[src/servo_gear_params.svh]
// register offsets, reset values and limits of the command gear stage
`ifndef SERVO_GEAR_PARAMS_SVH
`define SERVO_GEAR_PARAMS_SVH
// byte offsets on the register port
`define OFS_PPR 8'h00
`define OFS_NUM 8'h04
`define OFS_DEN 8'h08
`define OFS_STAT 8'h0C
`define OFS_IRQ_STAT 8'h10
`define OFS_IRQ_MASK 8'h14
// reset values give a unity gear
`define RST_PPR 32'h00000000
`define RST_NUM 32'h00000001
`define RST_DEN 32'h00000001
`define RST_MASK 2'h0
// accepted setting ranges
`define PPR_MAX 32'h08000000
`define NUM_MAX 32'h40000000
// gear ratio window: 1/1000 up to 128000
`define RATIO_MIN_DIV 64'h00000000000003E8
`define RATIO_MAX_MUL 64'h000000000001F400
// encoder counts per revolution
`define ENC_RES_DEF 32'h08000000
// interrupt status bit positions
`define IRQ_ERR_BIT 0
`define IRQ_FORCE_BIT 1
`define IRQ_W 2
// status register field positions
`define STAT_FORCED_BIT 4
`define STAT_ERR_BIT 5
`define STAT_BUSY_BIT 6
`endif

[src/servo_gear_pkg.sv]
// types shared by the command gear stage
package servo_gear_pkg;
   // control modes, one-hot
   typedef enum logic [3:0] {
      MODE_POS = 4'h1,
      MODE_VEL = 4'h2,
      MODE_TRQ = 4'h4,
      MODE_FC  = 4'h8
   } mode_t;
   // torque speed analysis variants
   typedef enum logic [2:0] {
      VAR_AUTO = 3'h1,
      VAR_VERT = 3'h2,
      VAR_NORM = 3'h4
   } variant_t;
   // command sequencer
   typedef enum logic [2:0] {
      ST_IDLE = 3'h1,
      ST_MUL  = 3'h2,
      ST_DIV  = 3'h4
   } seq_t;
   // divider states
   typedef enum logic [1:0] {
      DV_IDLE = 2'h1,
      DV_RUN  = 2'h2
   } div_st_t;
endpackage : servo_gear_pkg

[src/servo_command_gear_scaling.sv]
// command input stage: mode forcing and electronic gear scaling
//
// The placing of the registers and strobed register access were left to the implementer.
`timescale 1ns/100ps
`default_nettype none
`include "servo_gear_params.svh"
// Notes on behaviour
// - A command is a position command in position and full-closed mode, speed in velocity, torque in torque.
// - An internally forced mode replaces the host mode while the drive status asks for one.
// - Position loop analysis forces position mode and velocity loop analysis forces velocity mode.
// - Torque speed analysis forces position, velocity or torque mode for automatic, vertical, normal.
// - A tool driven trial run forces position mode.
// - Forced-position stop functions and retracting force position mode.
// - Position and speed commands are multiplied by the gear ratio in every mode.
// - Outside full-closed mode a nonzero pulses per revolution gives encoder resolution over that value, ignoring the others.
// - Full-closed mode ignores pulses per revolution and uses only numerator and denominator.
// - Outside full-closed with pulses zero and numerator nonzero the ratio is numerator over denominator.
// - Full-closed mode with a zero numerator uses a ratio of one.
// - Full-closed mode with a nonzero numerator uses numerator over denominator.
// - A ratio outside one thousandth to 128000 raises parameter setup error one.
// - Numerator accepts 0 to 1073741824 and denominator 1 to 1073741824, else an error; a zero denominator is flagged only where the ratio uses it.
module servo_command_gear_scaling #(
   parameter logic [31:0] ENC_RES = `ENC_RES_DEF
) (
   // clock and reset
   input wire logic core_clk_i,
   input wire logic rst_i,
   // register port
   input wire logic [7:0] reg_addr_i,
   input wire logic [31:0] reg_wdata_i,
   input wire logic reg_we_i,
   input wire logic reg_re_i,
   output logic [31:0] reg_rdata_o,
   // host command
   input wire logic cmd_valid_i,
   input wire servo_gear_pkg::mode_t cmd_mode_i,
   input wire logic [31:0] cmd_value_i,
   // internal operating status
   input wire logic ana_pos_i,
   input wire logic ana_vel_i,
   input wire logic ana_trq_i,
   input wire servo_gear_pkg::variant_t variant_i,
   input wire logic trial_run_i,
   input wire logic decel_pos_i,
   input wire logic retract_i,
   // commands to the controllers
   output logic [31:0] pos_cmd_o,
   output logic pos_valid_o,
   output logic [31:0] vel_cmd_o,
   output logic vel_valid_o,
   output logic [31:0] trq_cmd_o,
   output logic trq_valid_o,
   // status
   output servo_gear_pkg::mode_t active_mode_o,
   output logic mode_forced_o,
   output logic cmd_busy_o,
   output logic param_err_o,
   output logic irq_o
);
   import servo_gear_pkg::*;

   mode_t host_mode_q;
   mode_t arb_in;
   mode_t arb_mode;
   logic arb_forced;
   logic [31:0] ppr_q;
   logic [31:0] num_q;
   logic [31:0] den_q;
   logic [`IRQ_W-1:0] irq_stat_q;
   logic [`IRQ_W-1:0] irq_mask_q;
   logic [`IRQ_W-1:0] irq_set;
   logic [31:0] num_eff;
   logic [31:0] den_eff;
   logic ratio_ok;
   logic raw_ok;
   logic gear_wr;
   seq_t seq_q;
   logic accept;
   logic [31:0] val_q;
   logic is_vel_q;
   logic [31:0] num_l_q;
   logic [31:0] den_l_q;
   logic neg_q;
   logic [31:0] rem_pos_q;
   logic [31:0] rem_vel_q;
   logic [31:0] rem_sel;
   logic signed [64:0] acc;
   logic signed [64:0] mag_s;
   logic div_start;
   logic div_done;
   logic [63:0] div_quot;
   logic [31:0] div_rem;
   logic [63:0] qfix;
   logic [31:0] rfix;

   // host mode sticks until the next command names another
   always_comb arb_in = cmd_valid_i ? cmd_mode_i : host_mode_q;

   gear_mode_arbiter u_arb (
      .host_mode_i(arb_in),
      .ana_pos_i(ana_pos_i),
      .ana_vel_i(ana_vel_i),
      .ana_trq_i(ana_trq_i),
      .variant_i(variant_i),
      .trial_run_i(trial_run_i),
      .decel_pos_i(decel_pos_i),
      .retract_i(retract_i),
      .mode_o(arb_mode),
      .forced_o(arb_forced)
   );

   // mode tracking; host mode recorded but overridden while forced
   always_ff @(posedge core_clk_i) begin
      if (rst_i) begin
         host_mode_q <= MODE_POS;
         active_mode_o <= MODE_POS;
         mode_forced_o <= 1'b0;
      end else begin
         if (cmd_valid_i) begin
            host_mode_q <= cmd_mode_i;
         end
         active_mode_o <= arb_mode;
         mode_forced_o <= arb_forced;
      end
   end

   // effective ratio from the three settings and the mode
   always_comb begin
      num_eff = num_q;
      den_eff = den_q;
      if (arb_mode == MODE_FC) begin
         if (num_q == 32'h0) begin
            num_eff = 32'h1;
            den_eff = 32'h1;
         end else begin
            num_eff = num_q;
            den_eff = den_q;
         end
      end else if (ppr_q != 32'h0) begin
         num_eff = ENC_RES;
         den_eff = ppr_q;
      end else if (num_q == 32'h0) begin
         num_eff = ENC_RES;
         den_eff = den_q;
      end else begin
         num_eff = num_q;
         den_eff = den_q;
      end
   end

   // window check in 64 bits so the products cannot wrap
   always_comb begin
      raw_ok = (ppr_q <= `PPR_MAX) && (num_q <= `NUM_MAX) && (den_q <= `NUM_MAX);
      ratio_ok = raw_ok && (den_eff != 32'h0) && (num_eff != 32'h0)
         && ({32'h0, den_eff} <= {32'h0, num_eff} * `RATIO_MIN_DIV)
         && ({32'h0, num_eff} <= {32'h0, den_eff} * `RATIO_MAX_MUL);
   end

   always_comb gear_wr = reg_we_i && ((reg_addr_i == `OFS_PPR)
      || (reg_addr_i == `OFS_NUM) || (reg_addr_i == `OFS_DEN));

   // gear settings; out-of-range values are kept and flagged
   always_ff @(posedge core_clk_i) begin
      if (rst_i) begin
         ppr_q <= `RST_PPR;
         num_q <= `RST_NUM;
         den_q <= `RST_DEN;
      end else if (reg_we_i) begin
         case (reg_addr_i)
            `OFS_PPR: ppr_q <= reg_wdata_i;
            `OFS_NUM: num_q <= reg_wdata_i;
            `OFS_DEN: den_q <= reg_wdata_i;
            default: ;
         endcase
      end
   end

   // error flag follows the settings
   always_ff @(posedge core_clk_i) begin
      if (rst_i) begin
         param_err_o <= 1'b0;
      end else begin
         param_err_o <= !ratio_ok;
      end
   end

   // events: error rising and entry into a forced mode
   always_comb begin
      irq_set = '0;
      irq_set[`IRQ_ERR_BIT] = !ratio_ok && !param_err_o;
      irq_set[`IRQ_FORCE_BIT] = arb_forced && !mode_forced_o;
   end

   // sticky status, write one to clear; a set in the clear cycle wins
   always_ff @(posedge core_clk_i) begin
      if (rst_i) begin
         irq_stat_q <= '0;
         irq_mask_q <= `RST_MASK;
      end else begin
         if (reg_we_i && reg_addr_i == `OFS_IRQ_STAT) begin
            irq_stat_q <= (irq_stat_q & ~reg_wdata_i[`IRQ_W-1:0]) | irq_set;
         end else begin
            irq_stat_q <= irq_stat_q | irq_set;
         end
         if (reg_we_i && reg_addr_i == `OFS_IRQ_MASK) begin
            irq_mask_q <= reg_wdata_i[`IRQ_W-1:0];
         end
      end
   end

   // level interrupt, one cycle behind the status
   always_ff @(posedge core_clk_i) begin
      if (rst_i) begin
         irq_o <= 1'b0;
      end else begin
         irq_o <= |(irq_stat_q & irq_mask_q);
      end
   end

   // read data in the cycle after the strobe, zero otherwise
   always_ff @(posedge core_clk_i) begin
      if (rst_i) begin
         reg_rdata_o <= 32'h0;
      end else if (reg_re_i) begin
         case (reg_addr_i)
            `OFS_PPR: reg_rdata_o <= ppr_q;
            `OFS_NUM: reg_rdata_o <= num_q;
            `OFS_DEN: reg_rdata_o <= den_q;
            `OFS_STAT: reg_rdata_o <= {25'h0, cmd_busy_o, param_err_o, mode_forced_o,
               active_mode_o};
            `OFS_IRQ_STAT: reg_rdata_o <= {30'h0, irq_stat_q};
            `OFS_IRQ_MASK: reg_rdata_o <= {30'h0, irq_mask_q};
            default: reg_rdata_o <= 32'h0;
         endcase
      end else begin
         reg_rdata_o <= 32'h0;
      end
   end

   always_comb accept = cmd_valid_i && (seq_q == ST_IDLE);

   // sign and magnitude of command times numerator plus carried remainder
   always_comb begin
      rem_sel = is_vel_q ? rem_vel_q : rem_pos_q;
      acc = $signed(val_q) * $signed({1'b0, num_l_q}) + $signed({33'h0, rem_sel});
      mag_s = acc[64] ? -acc : acc;
   end

   // floor division for negative values keeps the remainder positive
   always_comb begin
      if (neg_q && div_rem != 32'h0) begin
         qfix = ~div_quot;
         rfix = den_l_q - div_rem;
      end else if (neg_q) begin
         qfix = ~div_quot + 64'h1;
         rfix = 32'h0;
      end else begin
         qfix = div_quot;
         rfix = div_rem;
      end
   end

   // the divider loads in the multiply cycle, so it takes the product straight from the adder;
   // a registered copy would only be written on that same edge and start it on stale data
   always_comb div_start = (seq_q == ST_MUL);

   gear_divider #(
      .DW(64),
      .SW(32)
   ) u_div (
      .core_clk_i(core_clk_i),
      .rst_i(rst_i),
      .start_i(div_start),
      .dividend_i(mag_s[63:0]),
      .divisor_i(den_l_q),
      .done_o(div_done),
      .quot_o(div_quot),
      .rem_o(div_rem)
   );

   // command sequencer; commands while busy, and geared commands in error, are dropped
   always_ff @(posedge core_clk_i) begin
      if (rst_i) begin
         seq_q <= ST_IDLE;
         cmd_busy_o <= 1'b0;
         val_q <= 32'h0;
         is_vel_q <= 1'b0;
         num_l_q <= 32'h1;
         den_l_q <= 32'h1;
         neg_q <= 1'b0;
      end else begin
         case (seq_q)
            ST_IDLE: begin
               if (accept && arb_mode != MODE_TRQ && ratio_ok) begin
                  val_q <= cmd_value_i;
                  is_vel_q <= (arb_mode == MODE_VEL);
                  num_l_q <= num_eff;
                  den_l_q <= den_eff;
                  seq_q <= ST_MUL;
                  cmd_busy_o <= 1'b1;
               end
            end
            ST_MUL: begin
               neg_q <= acc[64];
               seq_q <= ST_DIV;
            end
            ST_DIV: begin
               if (div_done) begin
                  seq_q <= ST_IDLE;
                  cmd_busy_o <= 1'b0;
               end
            end
            default: begin
               seq_q <= ST_IDLE;
               cmd_busy_o <= 1'b0;
            end
         endcase
      end
   end

   // scaled outputs; the low 32 bits wrap like the host position count
   always_ff @(posedge core_clk_i) begin
      if (rst_i) begin
         pos_cmd_o <= 32'h0;
         vel_cmd_o <= 32'h0;
         pos_valid_o <= 1'b0;
         vel_valid_o <= 1'b0;
      end else begin
         pos_valid_o <= 1'b0;
         vel_valid_o <= 1'b0;
         if (seq_q == ST_DIV && div_done) begin
            if (is_vel_q) begin
               vel_cmd_o <= qfix[31:0];
               vel_valid_o <= 1'b1;
            end else begin
               pos_cmd_o <= qfix[31:0];
               pos_valid_o <= 1'b1;
            end
         end
      end
   end

   // remainders restart whenever the ratio settings change
   always_ff @(posedge core_clk_i) begin
      if (rst_i || gear_wr) begin
         rem_pos_q <= 32'h0;
         rem_vel_q <= 32'h0;
      end else if (seq_q == ST_DIV && div_done) begin
         if (is_vel_q) begin
            rem_vel_q <= rfix;
         end else begin
            rem_pos_q <= rfix;
         end
      end
   end

   // torque commands bypass the gear
   always_ff @(posedge core_clk_i) begin
      if (rst_i) begin
         trq_cmd_o <= 32'h0;
         trq_valid_o <= 1'b0;
      end else begin
         trq_valid_o <= accept && arb_mode == MODE_TRQ;
         if (accept && arb_mode == MODE_TRQ) begin
            trq_cmd_o <= cmd_value_i;
         end
      end
   end
endmodule : servo_command_gear_scaling
`default_nettype wire

[src/gear_mode_arbiter.sv]
// picks the control mode from host request and internal operating status
`timescale 1ns/100ps
`default_nettype none
module gear_mode_arbiter (
   // host request
   input wire servo_gear_pkg::mode_t host_mode_i,
   // internal operating status
   input wire logic ana_pos_i,
   input wire logic ana_vel_i,
   input wire logic ana_trq_i,
   input wire servo_gear_pkg::variant_t variant_i,
   input wire logic trial_run_i,
   input wire logic decel_pos_i,
   input wire logic retract_i,
   // result
   output servo_gear_pkg::mode_t mode_o,
   output logic forced_o
);
   import servo_gear_pkg::*;

   // analysis outranks trial run, which outranks stop functions
   always_comb begin
      mode_o = host_mode_i;
      forced_o = 1'b1;
      if (ana_pos_i) begin
         mode_o = MODE_POS;
      end else if (ana_vel_i) begin
         mode_o = MODE_VEL;
      end else if (ana_trq_i) begin
         case (variant_i)
            VAR_AUTO: mode_o = MODE_POS;
            VAR_VERT: mode_o = MODE_VEL;
            VAR_NORM: mode_o = MODE_TRQ;
            default: mode_o = MODE_TRQ;
         endcase
      end else if (trial_run_i) begin
         mode_o = MODE_POS;
      end else if (decel_pos_i || retract_i) begin
         mode_o = MODE_POS;
      end else begin
         forced_o = 1'b0;
      end
   end
endmodule : gear_mode_arbiter
`default_nettype wire

[src/gear_divider.sv]
// restoring divider, one quotient bit per clock
`timescale 1ns/100ps
`default_nettype none
module gear_divider #(
   parameter int DW = 64,
   parameter int SW = 32
) (
   // clock and reset
   input wire logic core_clk_i,
   input wire logic rst_i,
   // operands
   input wire logic start_i,
   input wire logic [DW-1:0] dividend_i,
   input wire logic [SW-1:0] divisor_i,
   // results
   output logic done_o,
   output logic [DW-1:0] quot_o,
   output logic [SW-1:0] rem_o
);
   import servo_gear_pkg::*;

   div_st_t st_q;
   logic [SW-1:0] div_q;
   logic [SW:0] shifted;
   logic [SW:0] diff;
   logic [$clog2(DW)-1:0] cnt_q;
   logic take;

   // shift in next dividend bit and try the subtraction
   always_comb begin
      shifted = {rem_o, quot_o[DW-1]};
      diff = shifted - {1'b0, div_q};
      take = shifted >= {1'b0, div_q};
   end

   // quotient shifts left as bits are decided; start ignored while running
   always_ff @(posedge core_clk_i) begin
      if (rst_i) begin
         st_q <= DV_IDLE;
         quot_o <= '0;
         rem_o <= '0;
         div_q <= '0;
         cnt_q <= '0;
         done_o <= 1'b0;
      end else begin
         done_o <= 1'b0;
         case (st_q)
            DV_IDLE: begin
               if (start_i) begin
                  quot_o <= dividend_i;
                  rem_o <= '0;
                  div_q <= divisor_i;
                  cnt_q <= '0;
                  st_q <= DV_RUN;
               end
            end
            DV_RUN: begin
               quot_o <= {quot_o[DW-2:0], take};
               rem_o <= take ? diff[SW-1:0] : shifted[SW-1:0];
               cnt_q <= cnt_q + 1'b1;
               if (&cnt_q) begin
                  done_o <= 1'b1;
                  st_q <= DV_IDLE;
               end
            end
            default: st_q <= DV_IDLE;
         endcase
      end
   end
endmodule : gear_divider
`default_nettype wire

[config.mk]
export PLATFORM = sky130hd
export DESIGN_NAME = servo_command_gear_scaling
export DESIGN_NICKNAME = d
export VERILOG_FILES = /design/src/servo_gear_pkg.sv /design/src/servo_command_gear_scaling.sv /design/src/gear_mode_arbiter.sv /design/src/gear_divider.sv
export VERILOG_INCLUDE_DIRS = /design/src
export SDC_FILE = /design/constraint.sdc
export NUM_CORES = 2
export LEC_CHECK = 0
export BUFFER_PORTS_ARGS = -buffer_cell sky130_fd_sc_hd__buf_2
export CORE_ASPECT_RATIO = 1.5
export CORE_MARGIN = 4
export CORE_UTILIZATION = 60
export CTS_BUF_LIST = sky130_fd_sc_hd__clkbuf_8
export DETAILED_ROUTE_END_ITERATION = 7
export GPL_TIMING_DRIVEN = 0
export PLACE_DENSITY = 0.81
export REMOVE_ABC_BUFFERS = 1
export SYNTH_ARGS = -nofsm -noshare
export SYNTH_HDL_FRONTEND = slang
export SYNTH_SLANG_ARGS = --single-unit
[constraint.sdc]
create_clock -name core_clk_i -period 14.5 [get_ports core_clk_i]
set_input_delay 2.175 -clock core_clk_i [delete_from_list [all_inputs] [get_ports core_clk_i]]
set_output_delay 2.175 -clock core_clk_i [all_outputs]
set_load 0.01 [all_outputs]
Word-level counts from Yosys, hierarchy flattened:

Cells that the tools add are included.

* flip-flop bits (word level): 545
* bits in latches: 0
* RAM bits: 0
* ROM bits: 0
* input port bits: 90
* word-level logic and storage cells: 171
* memories: 0

* $add $sub $neg: 6
* multipliers: 3
* divide/modulo/power cells: 0
* order comparisons: 6
* equality and inequality tests: 20
* shift-type cells: 0
* muxes and demuxes: 46
* bitwise gates (word level): 11
* reductions and logical operators: 47

Operators with widths (count)
* 32-bit two-way mux: 14
* 32-bit case mux with 6 select lines: 1
* 64-bit two-way mux: 2
* 64-bit case mux with 2 select lines: 1
* 32-bit nonzero test: 4
* 32-bit by 7-bit multiplier with 39-bit output, second input constant: 2
* 65-bit by 33-bit adder with 65-bit output: 1
* 32-bit by 33-bit multiplier with 65-bit output: 1
* 32-bit by 31-bit <= comparator with 1-bit output, second input constant: 2
* 64-bit negator: 1
* 32-bit case mux with 2 select lines: 1
* 32-bit subtractor: 2
* 32-bit by 49-bit <= comparator with 1-bit output: 1
* 32-bit by 42-bit <= comparator with 1-bit output: 1
* 33-bit by 32-bit greater-or-equal comparator with 1-bit output: 1
* 32-bit by 1-bit adder with 32-bit output, second input constant: 1
* 32-bit by 28-bit <= comparator with 1-bit output, second input constant: 1
* 32-bit logical NOT: 1
* 32-bit inverter: 1
* 4-bit two-way mux: 6
* 2-bit AND reduction: 10
* 1-bit logical AND: 17
* 8-bit by 4-bit equality test with 1-bit output, second input constant: 2
* 8-bit by 5-bit equality test with 1-bit output, second input constant: 2
* other kinds (33): 63

Longest topological paths before layout:

* depth after elaboration: 17
* mapped depth: 41
* gate-level depth less buffers: 38

Modules after synthesis:

From an unflattened synthesis, not the netlist that was laid out.

* cells, all modules: 9058
* area, all modules: 75228.4 um2

By module, submodules not included
* servo_command_gear_scaling: times used 1, cells each 8091, area an instance 68002.7 um2, seq. area each 8167.8 um2
* gear_divider: times used 1, cells each 950, area an instance 7118.1 um2, seq. area each 2742.6 um2
* gear_mode_arbiter: times used 1, cells each 17, area an instance 107.6 um2, seq. area each 0.0 um2

Least setup slack after synthesis:

No wires, ideal clock.

* path kind: input-to-reg
* start: input ana_trq_i
* end: register val_q[10]
* data arrival time: 11021 ps
* slack: 3408 ps
* stages: 37
* cell sequence: or4_1 > nor3_1 > nand4_1 > nand2_1 > clkbuf_1 > clkbuf_1 > nand2_1 > inv_1 > fa_1 > inv_1 > fa_1 > fa_1 > fa_1 > inv_1 > ha_1 > clkbuf_1 > and3_1 > o31ai_1 > a21oi_1 > o41ai_1 > and2_1 > o21ai_0 > xnor2_1 > ha_1 > and4_1 > nand3_1 > nor4_1 > o21ai_0 > nand3_1 > nand2_1 > a2111oi_1 > o2111ai_1 > or3b_1 > o41ai_4 > buf_6 > o21ai_1 > a21oi_1

RTL lines
* start, declared: RTL line servo_command_gear_scaling.sv:41 `input wire logic ana_trq_i,`
* 4-bit two-way mux *: RTL line gear_mode_arbiter.sv:29 `end else if (ana_trq_i) begin`
* 4-bit two-way mux *: RTL line gear_mode_arbiter.sv:27 `end else if (ana_vel_i) begin`
* 4-bit two-way mux *: RTL line gear_mode_arbiter.sv:25 `if (ana_pos_i) begin`
* 4-bit equality test *: RTL line servo_command_gear_scaling.sv:131 `if (arb_mode == MODE_FC) begin`
* 32-bit two-way mux *: RTL line servo_command_gear_scaling.sv:131
* named net num_eff[15]: RTL line servo_command_gear_scaling.sv:72 `logic [31:0] num_eff;`
* 32-bit by 7-bit multiplier with 39-bit output (no source line) or 32-bit nonzero test (tied branches)
* 32-bit by 42-bit <= comparator with 1-bit output (no source line) or 1-bit logical AND (tied branches)
* 1-bit logical AND: RTL line servo_command_gear_scaling.sv:154 `ratio_ok = raw_ok && (den_eff != 32'h0) && (num_eff != 32'h0)`
* 1-bit logical AND *: RTL line servo_command_gear_scaling.sv:154
* 1-bit logical AND *: RTL line servo_command_gear_scaling.sv:294 `if (accept && arb_mode != MODE_TRQ && ratio_ok) begin`
* 2-bit AND reduction (no source line) *
* end signal, assigned: RTL line servo_command_gear_scaling.sv:295 `val_q <= cmd_value_i;`
* end, declared: RTL line servo_command_gear_scaling.sv:79 `logic [31:0] val_q;`

The timed path passes the listed nets; every way through them passes the cells marked *.
A chain may end at the register's enable or synchronous reset.

Worst setup path after layout:

* start: input cmd_valid_i
* end: register num_l_q[12]

RTL lines
* start, declared: RTL line servo_command_gear_scaling.sv:35 `input wire logic cmd_valid_i,`
* 4-bit two-way mux *
* 4-bit two-way mux *: RTL line gear_mode_arbiter.sv:38 `end else if (decel_pos_i || retract_i) begin`
* 4-bit two-way mux *: RTL line gear_mode_arbiter.sv:36 `end else if (trial_run_i) begin`
* 4-bit two-way mux *: RTL line gear_mode_arbiter.sv:29
* 4-bit two-way mux *: RTL line gear_mode_arbiter.sv:27
* 4-bit two-way mux *: RTL line gear_mode_arbiter.sv:25
* 4-bit equality test *: RTL line servo_command_gear_scaling.sv:131
* 32-bit two-way mux *: RTL line servo_command_gear_scaling.sv:131
* named net num_eff[14]: RTL line servo_command_gear_scaling.sv:72
* 32-bit by 7-bit multiplier with 39-bit output (no source line) or 32-bit nonzero test (tied branches)
* 32-bit by 42-bit <= comparator with 1-bit output (no source line) or 1-bit logical AND (tied branches)
* 1-bit logical AND: RTL line servo_command_gear_scaling.sv:154
* 1-bit logical AND *: RTL line servo_command_gear_scaling.sv:154
* 1-bit logical AND *: RTL line servo_command_gear_scaling.sv:294
* 2-bit AND reduction (no source line) *
* end signal, assigned: RTL line servo_command_gear_scaling.sv:297 `num_l_q <= num_eff;`
* end, declared: RTL line servo_command_gear_scaling.sv:81 `logic [31:0] num_l_q;`

Marked as above.

==> results by group <==
Outcome
  – Outcome: complete, but fails checks
  – Failing checks: max-slew violations

Clock tree
  – Post-cts hold buffer count: 0
  – CTS tree: done
  – Clock tree sinks: 545
  – Number of H-tree levels: 3
  – Insertion delay to the later sink of the worst-skew pair: 0.79 ns
  – Maximum clock path buffer count: 3
  – CTS Buf Count: 79
  – Root Driver: clkbuf_8
  – Reg clk slew, reported paths: 0.07 ns

Synth
  – Yosys warns: 0
  – FFs w/ async S/R, synth: 0%
  – Post-Synthesis Cells: 8725
  – Primary FF master, synth: dfxtp_1
  – Seq/Total Area, Yosys: 14.6%
  – Synth Register Bits: 545
  – Post-synth cell types: 115
  – Syn_area_per_cell: 8.54 um^2
  – Mapped Area: 74500 um^2
  – Post-synth EDFFs: 0

Critical path
  – R2R depth: 34
  – Crit path arrival time: 14.92 ns
  – Worst path slowest cell: nor4_1
  – Reg2reg start: host_mode_q[0]
  – Nature of the critical path startpoint: input port
  – RR Endpoint: num_l_q[12]
  – FF-to-FF setup slack: 1.85 ns
  – CP required: 15.14 ns
  – Kind of critical path: in2reg
  – Worst path bufs/invs: 5
  – CP endpoint kind: flop
  – CP Max Fanout: 53
  – Crit path max-delay family: simple AND/OR/NAND/NOR gates
  – Largest stage delay, worst path: 0.89 ns

GRT
  – Initial antenna violation count: 13
  – Largest net degree at the start of global routing: 153
  – First-pass GRT wire length: 363000 um
  – Vias in the first global route: 67.5k
  – Gr usage total: 35.8%
  – Overflow after GRT: 0

Layout
  – Register area: 11000 um^2
  – Multi-input logic area: 56600 um^2
  – Share of layout cells above drive strength 1: 6.47%
  – P&R area growth vs syn: 5.30%
  – Largest register by flop count: u_div.quot_o
  – Nets: 10.4k
  – Fillers: 10.4k
  – Max FFs per register: 64
  – Fin util: 63.5%

Routing
  – Highest routed layer: met5
  – Routed WL: 231000 um
  – Avg WL per Cell: 22.5 um
  – Antenna Nets Post-Route: 0
  – Met3 wire length: 14500 um
  – Drt drc: 0
  – Vias/cell: 6.18
  – Router iterations before antenna repair: 8
  – Vias post-DR: 63.4k
  – Wl on met1: 77800 um
  – Met2 routed WL: 115000 um
  – Initial drt markers: 4732

STA
  – Fin crit share: 98.5%
  – Slew @ Worst Pin: 1.55 ns
  – Final Hold Fails: 0
  – Setup_tns: 0 ns
  – Slew Viols, Final: 6
  – Fin crit period: 14.28 ns
  – RSZ-0062 raised after global routing: no
  – Relative slew slack: -3.62%
  – Slack of the critical path: 0.223 ns
  – Worst Clk Skew: 0.0773 ns
  – Final setup viols: 0
  – Fmax: 70.0 MHz

Placement
  – DP Wirelength: 184000 um
  – Placer Congestion: 0.995
  – PortBufs: 228
  – Pre-CTS setup slack: -0.883 ns

Min path
  – Cell count of the worst hold path: 2
  – Min-Delay Path Class: reg2reg
  – Hold Crit Endpoint: u_div.div_q[23]
  – Hold Crit Start: u_div.div_q[23]

Floorplan
  – Die Height: 440 um
  – Die width: 296 um
  – Row Count: 158
  – Io pins: 229
  – Die footprint: 130000 um^2
  – Placeable Area: 124000 um^2
  – Starting density of the core: 60.3%

Power
  – Static Leak: 35.7 nW
  – Power per cell area: 45.9 nW/um^2
  – VDD IR max: 71.0 uV

Flow run
  – Max cap viols: 0
-- final cells by class --
type	instances	share of cell area [%]
clock buffers	97	1.70
diodes	10	0.0319
clock inverters	42	0.536
repair buffers	274	2.54
multi-input cells	6325	72.1
well taps	1600	2.55
flip-flops and latches	545	14.0
inverters	1360	6.51
-- metrics by stage --
step,hold WS [ns],total power [mW],cell area [um^2],cells
after floorplan,0.430,1.93,72500,8230
after detailed placement,0.447,2.21,76600,10101
after global routing,0.481,3.72,78500,10248
after global placement,0.443,2.18,75600,10058
after CTS,0.458,3.60,78400,10240
final,0.457,3.60,78500,10253
-- cells in the mapped netlist, types with 58 or more instances --
| master | number | share of area (%) |
|---|---|---|
| xor2_1 | 140 | 1.6 |
| nand3b_1 | 66 | 0.66 |
| nand2b_1 | 74 | 0.62 |
| mux2i_1 | 103 | 1.4 |
| a22oi_1 | 117 | 1.2 |
| o21ai_1 | 58 | 0.39 |
| nand4_1 | 105 | 0.88 |
| nor3_1 | 86 | 0.58 |
| nor2_1 | 411 | 2.1 |
| o31ai_1 | 83 | 0.84 |
| a211oi_1 | 123 | 1.2 |
| a21oi_1 | 477 | 3.2 |
| nand2_1 | 1346 | 6.8 |
| ha_1 | 615 | 10 |
| clkbuf_1 | 436 | 2.2 |
| dfxtp_1 | 545 | 15 |
| a21o_1 | 104 | 1.0 |
| nand3_1 | 87 | 0.58 |
| inv_1 | 1359 | 6.8 |
| xnor2_1 | 104 | 1.2 |
| and2_1 | 209 | 1.8 |
| fa_1 | 1153 | 31 |
| o21ai_0 | 243 | 1.6 |
-- worst max path at each step --
stage	depth (start not counted)	slack (ns)	start	endpoint
6_report	35	0.22	cmd_valid_i	num_l_q[12]
4_1_cts	36	0.24	cmd_valid_i	num_l_q[12]
3_5_place_dp	36	-0.88	cmd_valid_i	val_q[1]
2_1_floorplan	36	1.57	ana_trq_i	is_vel_q
3_3_place_gp	33	-4.47	cmd_valid_i	val_q[12]
5_1_grt	35	0.02	cmd_valid_i	num_l_q[12]
-- tightest hold or removal path, stage by stage (launching register included) --
cell and delay (ns):
dfxtp_1 0.31, nand2_1 0.05, a21oi_1 0.05
-- kinds of logic (layout without fill, tap and decap cells) --
family	count (synthesis)	in the layout	share of synthesized area, %
DFF	545	545	14.6
buffers and inverters	1855	1773	9.58
xor gates and xnor gates	244	244	2.87
and+or+nand+nor	2636	2636	16.4
adders and majority gates	1771	1771	41.3
muxes	118	118	1.70
other	0	10	0
AOI/OAI and AO/OA	1556	1556	13.5
-- layer usage --
layer,vias to the layer above,GRT usage (%)
met4,4,29.1
li1,28051,-
met5,-,0
met2,2821,62.8
met3,1134,5.22
met1,31360,38.0
-- cells in the final DEF, fill, tap and decap left out, drive strengths merged, types with 87 or more instances in the layout --
cell type	count
inv	1381
nand4	105
a21o	105
o21ai	302
a22oi	117
a211oi	127
mux2i	104
nand3	87
xor2	140
nor3	90
buf	272
nor2	411
fa	1153
ha	615
clkbuf	99
and2	211
dfxtp	545
nand2	1346
xnor2	104
a21oi	478
-- timing repair --
item                       4_1_cts  5_1_grt
setup buffers                    0        0
resized for setup                1        1
setup endpoints to repair        7        8
pin swaps                        0        0
-- report_power, final --
part / total [mW] / switching (mW) / internal (mW) / leakage (nW)
logic: 0.554 / 0.358 / 0.196 / 30.3
registers: 1.64 / 0.127 / 1.51 / 4.42
clock network: 1.41 / 0.685 / 0.726 / 0.968
(Power assumes the default switching activity.)
